==> config.mk <==
export PLATFORM = sky130hd
export DESIGN_NAME = eight_bit_period_timer
export DESIGN_NICKNAME = d
export VERILOG_FILES = /design/src/shared/period_timer_pkg.sv /design/src/hdl/instr_divider.sv /design/src/hdl/scale_counter.sv /design/src/hdl/eight_bit_period_timer.sv
export SDC_FILE = /design/constraint.sdc
export NUM_CORES = 1
export LEC_CHECK = 0
export BUFFER_PORTS_ARGS = -buffer_cell sky130_fd_sc_hd__buf_2
export CORE_MARGIN = 4
export CORE_UTILIZATION = 45
export DETAILED_ROUTE_END_ITERATION = 12
export PLACE_DENSITY = 0.75
export SLEW_MARGIN = 15
export SYNTH_ARGS = -nofsm -noshare
export SYNTH_HDL_FRONTEND = slang
export SYNTH_SLANG_ARGS = --single-unit
export TNS_END_PERCENT = 50
==> constraint.sdc <==
create_clock -name ref_clk_i -period 2.1 [get_ports ref_clk_i]
set_clock_uncertainty 0.15 [all_clocks]
set_input_delay 0.42 -clock ref_clk_i [delete_from_list [all_inputs] [get_ports ref_clk_i]]
set_output_delay 0.42 -clock ref_clk_i [all_outputs]
set_load 0.05 [all_outputs]
==> src/shared/period_timer_pkg.sv <==
// Purpose: Shared constants and types of the 8-bit period timer
// Assumes: 32-bit APB, registers one word each at index times four
// Notes:   Register indexes kept as printed, byte address derived
`default_nettype none
package period_timer_pkg;

    localparam int DATA_W = 8;
    localparam int ADDR_W = 12;

    // Register indexes
    localparam logic [7:0] IDX_FLAGS   = 8'h0c;
    localparam logic [7:0] IDX_CLEAR   = 8'h0d;
    localparam logic [7:0] IDX_COUNT   = 8'h11;
    localparam logic [7:0] IDX_CONTROL = 8'h12;
    localparam logic [7:0] IDX_ENABLES = 8'h8c;
    localparam logic [7:0] IDX_PERIOD  = 8'h92;

    // Byte addresses
    localparam logic [ADDR_W-1:0] ADDR_FLAGS   = {2'b00, IDX_FLAGS, 2'b00};
    localparam logic [ADDR_W-1:0] ADDR_CLEAR   = {2'b00, IDX_CLEAR, 2'b00};
    localparam logic [ADDR_W-1:0] ADDR_COUNT   = {2'b00, IDX_COUNT, 2'b00};
    localparam logic [ADDR_W-1:0] ADDR_CONTROL = {2'b00, IDX_CONTROL, 2'b00};
    localparam logic [ADDR_W-1:0] ADDR_ENABLES = {2'b00, IDX_ENABLES, 2'b00};
    localparam logic [ADDR_W-1:0] ADDR_PERIOD  = {2'b00, IDX_PERIOD, 2'b00};

    // Reset values
    localparam logic [7:0] RST_COUNT   = 8'h00;
    localparam logic [7:0] RST_PERIOD  = 8'hff;
    localparam logic [7:0] RST_CONTROL = 8'h00;
    localparam logic [7:0] RST_FLAGS   = 8'h00;
    localparam logic [7:0] RST_ENABLES = 8'h00;
    localparam logic [7:0] COUNT_ZERO  = 8'h00;

    // Flag and enable bit position of the period event
    localparam int PERIOD_FLAG_BIT = 1;

    // Instruction clock is the oscillator divided by four
    localparam int INSTR_DIVIDE = 4;

    // Prescaler terminal counts
    localparam int PRE_W = 4;
    localparam logic [PRE_W-1:0] PRE_LIMIT_1  = 4'h0;
    localparam logic [PRE_W-1:0] PRE_LIMIT_4  = 4'h3;
    localparam logic [PRE_W-1:0] PRE_LIMIT_16 = 4'hf;
    localparam int POST_W = 4;

    typedef enum logic [1:0] {
        PRESCALE_1  = 2'b00,
        PRESCALE_4  = 2'b01,
        PRESCALE_16 = 2'b10,
        PRESCALE_16B = 2'b11
    } prescale_type;

    typedef struct packed {
        logic              unused;
        logic [POST_W-1:0] postscale_select;
        logic              timer_run;
        prescale_type      prescale_select;
    } timer_control_type;

endpackage
`default_nettype wire

==> src/hdl/instr_divider.sv <==
// Purpose: Instruction clock enable from the reference clock
// Assumes: DIVIDE of two or more
// Notes:   One-cycle pulse every DIVIDE reference cycles
`timescale 1ns/1ps
`default_nettype none
module instr_divider #(
    parameter int DIVIDE = 4
) (
    input  wire logic ref_clk_i,
    input  wire logic resetn_i,
    output logic      tick_o
);
    localparam int W = $clog2(DIVIDE);
    localparam logic [W-1:0] LAST = W'(DIVIDE - 1);
    localparam logic [W-1:0] ONE  = W'(1);

    logic [W-1:0] phase_reg;
    logic [W-1:0] phase_next;

    assign tick_o     = (phase_reg == LAST);
    assign phase_next = tick_o ? '0 : phase_reg + ONE;

    always_ff @(posedge ref_clk_i or negedge resetn_i) begin
        if (!resetn_i) begin
            phase_reg <= '0;
        end else begin
            phase_reg <= phase_next;
        end
    end
endmodule
`default_nettype wire

==> src/hdl/scale_counter.sv <==
// Purpose: Modulo counter for prescaler and postscaler
// Assumes: limit_i stable between clears
// Notes:   wrap_o is combinational, high on the step that wraps
`timescale 1ns/1ps
`default_nettype none
module scale_counter #(
    parameter int WIDTH = 4
) (
    input  wire logic             ref_clk_i,
    input  wire logic             resetn_i,
    input  wire logic             clear_i,
    input  wire logic             step_i,
    input  wire logic [WIDTH-1:0] limit_i,
    output logic                  wrap_o,
    output logic      [WIDTH-1:0] count_o
);
    localparam logic [WIDTH-1:0] ONE = WIDTH'(1);

    logic [WIDTH-1:0] count_reg;
    logic [WIDTH-1:0] count_next;

    assign wrap_o     = step_i && !clear_i && (count_reg == limit_i);
    assign count_next = (clear_i || wrap_o) ? '0 :
                        step_i ? count_reg + ONE : count_reg;
    assign count_o    = count_reg;

    always_ff @(posedge ref_clk_i or negedge resetn_i) begin
        if (!resetn_i) begin
            count_reg <= '0;
        end else begin
            count_reg <= count_next;
        end
    end
endmodule
`default_nettype wire

==> src/hdl/eight_bit_period_timer.sv <==
// Purpose: 8-bit period timer with prescaler, postscaler and APB registers
// Assumes: APB master keeps the protocol; one reference clock
// Notes:   Zero wait states; read data sampled in the setup cycle
`timescale 1ns/1ps
`default_nettype none
module eight_bit_period_timer
    import period_timer_pkg::*;
#(
    parameter int INSTR_DIV = period_timer_pkg::INSTR_DIVIDE
) (
    input  wire logic                                ref_clk_i,
    input  wire logic                                resetn_i,
    input  wire logic                                psel_i,
    input  wire logic                                penable_i,
    input  wire logic                                pwrite_i,
    input  wire logic [period_timer_pkg::ADDR_W-1:0] paddr_i,
    input  wire logic [31:0]                         pwdata_i,
    output logic      [31:0]                         prdata_o,
    output logic                                     pready_o,
    output logic                                     pslverr_o,
    output logic                                     period_match_o,
    output logic      [period_timer_pkg::DATA_W-1:0] timer_count_o,
    output logic                                     irq_o
);
    import period_timer_pkg::*;

    ////////////////////////////////////////////////////////////////////////
    // Registers

    logic              [DATA_W-1:0] count_reg;
    logic              [DATA_W-1:0] count_next;
    logic              [DATA_W-1:0] period_reg;
    timer_control_type              control_reg;
    logic              [DATA_W-1:0] flags_reg;
    logic              [DATA_W-1:0] flags_next;
    logic              [DATA_W-1:0] enables_reg;
    logic              [31:0]       prdata_reg;
    logic                           match_reg;

    ////////////////////////////////////////////////////////////////////////
    // APB decode

    logic              setup_phase;
    logic              write_access;
    logic              wr_count;
    logic              wr_control;
    logic              wr_period;
    logic              wr_enables;
    logic              wr_clear;
    logic [DATA_W-1:0] wdata;
    logic [DATA_W-1:0] rd_value;
    logic [DATA_W-1:0] control_rd;

    assign setup_phase  = psel_i && !penable_i;
    assign write_access = psel_i && penable_i && pwrite_i;
    assign wdata        = pwdata_i[DATA_W-1:0];
    assign wr_count     = write_access && (paddr_i == ADDR_COUNT);
    assign wr_control   = write_access && (paddr_i == ADDR_CONTROL);
    assign wr_period    = write_access && (paddr_i == ADDR_PERIOD);
    assign wr_enables   = write_access && (paddr_i == ADDR_ENABLES);
    assign wr_clear     = write_access && (paddr_i == ADDR_CLEAR);

    // Unimplemented top bit forced low on read
    assign control_rd   = {1'b0, control_reg[DATA_W-2:0]};

    assign rd_value = (paddr_i == ADDR_COUNT)   ? count_reg :
                      (paddr_i == ADDR_CONTROL) ? control_rd :
                      (paddr_i == ADDR_PERIOD)  ? period_reg :
                      (paddr_i == ADDR_FLAGS)   ? flags_reg :
                      (paddr_i == ADDR_ENABLES) ? enables_reg :
                      COUNT_ZERO;

    assign pready_o  = 1'b1;
    assign pslverr_o = 1'b0;
    assign prdata_o  = prdata_reg;

    ////////////////////////////////////////////////////////////////////////
    // Clocking chain

    logic             instr_tick;
    logic             scaler_clear;
    logic             pre_step;
    logic             pre_tick;
    logic [PRE_W-1:0] pre_limit;
    logic [PRE_W-1:0] pre_count;
    logic             period_hit;
    logic             match_event;
    logic             post_wrap;
    logic [POST_W-1:0] post_count;

    instr_divider #(
        .DIVIDE (INSTR_DIV)
    ) u_instr_divider (
        .ref_clk_i (ref_clk_i),
        .resetn_i  (resetn_i),
        .tick_o    (instr_tick)
    );

    // Either upper code gives divide by sixteen
    assign pre_limit = (control_reg.prescale_select == PRESCALE_1) ? PRE_LIMIT_1 :
                       (control_reg.prescale_select == PRESCALE_4) ? PRE_LIMIT_4 :
                       PRE_LIMIT_16;

    assign scaler_clear = wr_count || wr_control;
    assign pre_step     = instr_tick && control_reg.timer_run;

    scale_counter #(
        .WIDTH (PRE_W)
    ) u_prescaler (
        .ref_clk_i (ref_clk_i),
        .resetn_i  (resetn_i),
        .clear_i   (scaler_clear),
        .step_i    (pre_step),
        .limit_i   (pre_limit),
        .wrap_o    (pre_tick),
        .count_o   (pre_count)
    );

    assign period_hit  = (count_reg == period_reg);
    assign match_event = pre_tick && period_hit && !wr_count;

    scale_counter #(
        .WIDTH (POST_W)
    ) u_postscaler (
        .ref_clk_i (ref_clk_i),
        .resetn_i  (resetn_i),
        .clear_i   (scaler_clear),
        .step_i    (match_event),
        .limit_i   (control_reg.postscale_select),
        .wrap_o    (post_wrap),
        .count_o   (post_count)
    );

    ////////////////////////////////////////////////////////////////////////
    // Count and flags

    // Software write wins over an increment in the same cycle
    assign count_next = wr_count ? wdata :
                        !pre_tick ? count_reg :
                        period_hit ? COUNT_ZERO :
                        count_reg + 8'h01;

    // Set wins over a clear in the same cycle
    always_comb begin
        flags_next = flags_reg;
        if (wr_clear) begin
            flags_next = flags_reg & ~wdata;
        end
        if (post_wrap) begin
            flags_next[PERIOD_FLAG_BIT] = 1'b1;
        end
    end

    assign timer_count_o  = count_reg;
    assign period_match_o = match_reg;
    assign irq_o          = |(flags_reg & enables_reg);

    always_ff @(posedge ref_clk_i or negedge resetn_i) begin
        if (!resetn_i) begin
            count_reg <= RST_COUNT;
            match_reg <= 1'b0;
            flags_reg <= RST_FLAGS;
        end else begin
            count_reg <= count_next;
            match_reg <= match_event;
            flags_reg <= flags_next;
        end
    end

    always_ff @(posedge ref_clk_i or negedge resetn_i) begin
        if (!resetn_i) begin
            period_reg  <= RST_PERIOD;
            control_reg <= timer_control_type'(RST_CONTROL);
            enables_reg <= RST_ENABLES;
        end else begin
            if (wr_period) begin
                period_reg <= wdata;
            end
            if (wr_control) begin
                control_reg <= timer_control_type'({1'b0, wdata[DATA_W-2:0]});
            end
            if (wr_enables) begin
                enables_reg <= wdata;
            end
        end
    end

    always_ff @(posedge ref_clk_i or negedge resetn_i) begin
        if (!resetn_i) begin
            prdata_reg <= 32'h0000_0000;
        end else if (setup_phase && !pwrite_i) begin
            prdata_reg <= {24'h00_0000, rd_value};
        end
    end

    ////////////////////////////////////////////////////////////////////////
    // Checks

    count_wrap_a: assert property (
        @(posedge ref_clk_i) disable iff (!resetn_i)
        pre_tick && period_hit && !wr_count |=> count_reg == COUNT_ZERO)
        else $error("count did not return to zero after period match");

    count_incr_a: assert property (
        @(posedge ref_clk_i) disable iff (!resetn_i)
        pre_tick && !period_hit && !wr_count |=> count_reg == $past(count_reg) + 8'h01)
        else $error("count did not advance by one");

    stop_hold_a: assert property (
        @(posedge ref_clk_i) disable iff (!resetn_i)
        !control_reg.timer_run && !wr_count |=> $stable(count_reg))
        else $error("count moved while timer stopped");

    ctrl_keep_count_a: assert property (
        @(posedge ref_clk_i) disable iff (!resetn_i)
        wr_control && !pre_tick |=> count_reg == $past(count_reg))
        else $error("control write changed count");

    scaler_clear_a: assert property (
        @(posedge ref_clk_i) disable iff (!resetn_i)
        scaler_clear |=> pre_count == '0 && post_count == '0)
        else $error("scalers not cleared by register write");

    divide_one_a: assert property (
        @(posedge ref_clk_i) disable iff (!resetn_i)
        control_reg.prescale_select == PRESCALE_1 && pre_step && !scaler_clear |-> pre_tick)
        else $error("divide by one did not step every instruction tick");

    divide_sixteen_a: assert property (
        @(posedge ref_clk_i) disable iff (!resetn_i)
        pre_tick && control_reg.prescale_select[1] |-> pre_count == PRE_LIMIT_16)
        else $error("divide by sixteen wrapped early");

    divide_four_a: assert property (
        @(posedge ref_clk_i) disable iff (!resetn_i)
        pre_tick && control_reg.prescale_select == PRESCALE_4 |-> pre_count == PRE_LIMIT_4)
        else $error("divide by four wrapped early");

    post_ratio_a: assert property (
        @(posedge ref_clk_i) disable iff (!resetn_i)
        post_wrap |-> post_count == control_reg.postscale_select)
        else $error("postscaler wrapped at wrong ratio");

    flag_set_a: assert property (
        @(posedge ref_clk_i) disable iff (!resetn_i)
        post_wrap |=> flags_reg[PERIOD_FLAG_BIT])
        else $error("postscaler output did not set flag");

    flag_sticky_a: assert property (
        @(posedge ref_clk_i) disable iff (!resetn_i)
        flags_reg[PERIOD_FLAG_BIT] && !wr_clear |=> flags_reg[PERIOD_FLAG_BIT])
        else $error("flag dropped without a clear");

    irq_gate_a: assert property (
        @(posedge ref_clk_i) disable iff (!resetn_i)
        flags_reg[PERIOD_FLAG_BIT] && enables_reg[PERIOD_FLAG_BIT] |-> irq_o)
        else $error("enabled flag gave no interrupt");

    match_out_a: assert property (
        @(posedge ref_clk_i) disable iff (!resetn_i)
        match_event |=> period_match_o ##1 !period_match_o || $past(match_event, 1))
        else $error("match pulse not offered");

    period_write_a: assert property (
        @(posedge ref_clk_i) disable iff (!resetn_i)
        wr_period |=> period_reg == $past(wdata))
        else $error("period write not stored");

    ctrl_bit7_a: assert property (
        @(posedge ref_clk_i) disable iff (!resetn_i)
        setup_phase && !pwrite_i && paddr_i == ADDR_CONTROL |=> prdata_o[7] == 1'b0)
        else $error("unimplemented control bit read as one");

    count_load_a: assert property (
        @(posedge ref_clk_i) disable iff (!resetn_i)
        wr_count |=> count_reg == $past(wdata))
        else $error("count write not stored");

    flag_clear_a: assert property (
        @(posedge ref_clk_i) disable iff (!resetn_i)
        wr_clear && wdata[PERIOD_FLAG_BIT] && !post_wrap |=> !flags_reg[PERIOD_FLAG_BIT])
        else $error("flag clear had no effect");

    match_source_a: assert property (
        @(posedge ref_clk_i) disable iff (!resetn_i)
        period_match_o |-> $past(pre_tick) && $past(period_hit))
        else $error("match pulse without a period match");

endmodule
`default_nettype wire

==> impl_metrics.yaml <==
grt:
  grt_pass1_wl_um: 14500
  antenna_found_initial: 0
  gr-usage-all-layers_pct: 20.7
  grt_overflow_total: 0
  grt_pass1_vias: 3034
  grt_max_degree: 24
floorplan:
  ios: 93
  chipHeight_um: 96.3
  die_width_um: 96.3
  row_count: 31
  core_area_um2: 7410
  dieArea_um2: 9270
  initial_utilization_pct: 47.3
timing:
  fmax_mhz: 476
  finalCriticalPeriod_ps: 2100
  worstMarginPinSlew_ps: 563
  post-route-period-util_pct: 100
  rsz0062_at_grt: "true"
  setup_ws_ps: -0.292
  finalMaxSlewViolations: 0
  setup_violations: 1
  maxSlewHeadroom_pct: 62.5
  finalHoldViolations: 0
routing:
  vias: 3060
  avgViaCountPerCell: 5.53
  wl_per_cell_um: 16.9
  drc: 0
  drt_pre_antenna_iters: 4
  wirelength_um: 9330
  drt_iter0_markers: 229
  antenna_left: 0
clocking:
  insertion_delay_ps: 340
  cts.sinks: 58
  tritoncts: "yes"
  cts_made_buffers: 9
  htreeDepth: 3
  cts-root-buf: "clkbuf_8"
  cts_buffer_depth: 2
  cts.clk_slew.worst_paths_ps: 70
logic_synthesis:
  synth_top_family_by_area: "simple AND/OR/NAND/NOR gates"
  synth_ff_type: "dfrtp_1"
  synthAdderAreaFrac_pct: 1.43
  ys_async_sr_fraction_pct: 100
  synth_cell_types: 61
  synth_warnings: 0
  synth_edf_count: 0
  synth_xor_area_share_pct: 3.75
  synth_compound_area_share_pct: 14.6
  synthMuxAreaShare_pct: 10.4
  syn_area_per_cell_um2: 10.3
  synthSimpleGateAreaFrac_pct: 20.2
  postSynthCellCount: 339
  ys_seq_area_share_pct: 41.7
  synth-seq-cells: 58
  netlist_area_um2: 3510
placed_design:
  io_buffers: 42
  place_hpwl_um: 7140
  globalplace.congestion: 0.844
  placed_area_um2: 4220
worst_setup_path:
  critical_path_class: "flop to flop"
  end_kind: "flop"
  crit_buf_inv: 0
  cp_slowest_cell: "dfrtp_1"
  cp_max_fo: 7
  max_stage_delay_ps: 420
  crit_chain: "nor4_2, nand2_1, a211o_4, o31ai_4, mux2_4"
  required_ps: 2170
  critical-path-top-delay-family: "compound AO/OA/AOI/OAI gates"
  start_kind: "flop"
  cp.arrival_ps: 2170
pwr:
  vdd_drop_max_v: 0.000427
  leakage_nw: 2.10
  power.total_w: 0.00244
  powerDensity_nw_per_um2: 538
layout:
  drive_gt1_share_pct: 43.4
  post-route-cell-area_um2: 4540
  fin_nets: 502
  syn_to_final_growth_pct: 29.3
  antennaDiodeCount: 0
  final_common_cell: "buf_4"
  final_cell_mix: "67 x buf_4, 43 x dfrtp_1, 42 x buf_2"
job:
  maxCapViolations: 0
min_path:
  hold_path_class: "input port to flop"
outcome:
  violations: "setup timing"
  status: "finished with violations"
## report_power, final
part | internal (W) | leakage (nW) | total [W] | switching (W)
Combinational | 0.0000798 | 1.28 | 0.000324 | 0.000244
Clock | 0.000520 | 0.0944 | 0.000978 | 0.000458
Sequential | 0.00113 | 0.721 | 0.00114 | 0.00000713
Total | 0.00173 | 2.10 | 0.00244 | 0.000709
## what timing repair did
| item | CTS | global route |
|---|---|---|
| buffers inserted | 0 | 6 |
| hold endpoints to repair | 17 | 0 |
| setup endpoints to repair | 0 | 11 |
| hold buffers | 1 | 0 |
| resized for setup | 0 | 15 |
## kinds of logic after synthesis
family          Yosys count
simple gates            120
flops                    58
fa+ha+maj                 4
other cells               2
mux                      33
xor+xnor                 15
compound gates           67
buf+inv                  40
## worst paths after layout
check	startpoint	to	slack, ps	depth (start not counted)
worst max-delay path	control_rd[0]	u_postscaler.count_o[1]	-0.3	5
worst min-delay path	pwdata_i[7]	flags_reg[7]	160	2
worst max register to register	control_rd[0]	u_postscaler.count_o[1]	-0.3	5
worst min register to register	u_instr_divider.phase_reg[0]	u_instr_divider.phase_reg[0]	300	1
max in group asynchronous	resetn_i	u_prescaler.count_o[1]	730	3
min in group asynchronous	resetn_i	timer_count_o[6]	440	2
## cell type report
| type | count | area [um2] |
|---|---|---|
| clock buffer | 12 | 165 |
| sequential | 58 | 1470 |
| tap | 99 | 124 |
| timing repair buffer | 113 | 783 |
| fill | 588 | 2870 |
| multi-input combinational | 265 | 1960 |
| clock inverter | 4 | 25.0 |
| inverter | 2 | 7.51 |
## Yosys cell counts, drive strengths merged, types with 7 or more instances
library cell / count / share of area [%]
o31ai: 10 / 2.3
a21boi: 10 / 2.1
and3: 7 / 1.2
mux2: 24 / 7.8
a21oi: 7 / 1.0
nand2: 23 / 2.5
nor2: 31 / 3.8
and2: 7 / 1.2
nor4: 10 / 2.8
buf: 33 / 7.1
nand3: 14 / 2.4
xor2: 14 / 3.5
mux2i: 9 / 2.6
dfstp: 8 / 6.0
dfrtp: 50 / 36
## through the flow
step | worst slack (ps) | std cells | util [%] | setup TNS (ps) | hold slack (ps)
6_report | -0.292 | 553 | 61.2 | -0.292 | 162
5_1_grt | -89.7 | 553 | 61.2 | -510 | 159
3_3_place_gp | -183 | 530 | 57.0 | -4350 | 268
4_1_cts | 9.15 | 547 | 59.7 | 0 | 157
3_5_place_dp | -221 | 530 | 57.0 | -5100 | 286
2_1_floorplan | -61.8 | 363 | - | -644 | -25.6
## metal layers
metal	vias up	wire [um]	GRT usage, %
met4	0	136	6.64
met3	18	584	3.99
met1	1501	4010	26.6
met5	-	0	0
li1	1426	-	-
met2	115	4600	34.9
## worst register-to-register path: stages (launching register included)
cell	delay (ps)
dfrtp_1	420
nor4_2	270
nand2_1	140
a211o_4	410
o31ai_4	280
mux2_4	320
Note: power is estimated with default switching activity, not from simulation.
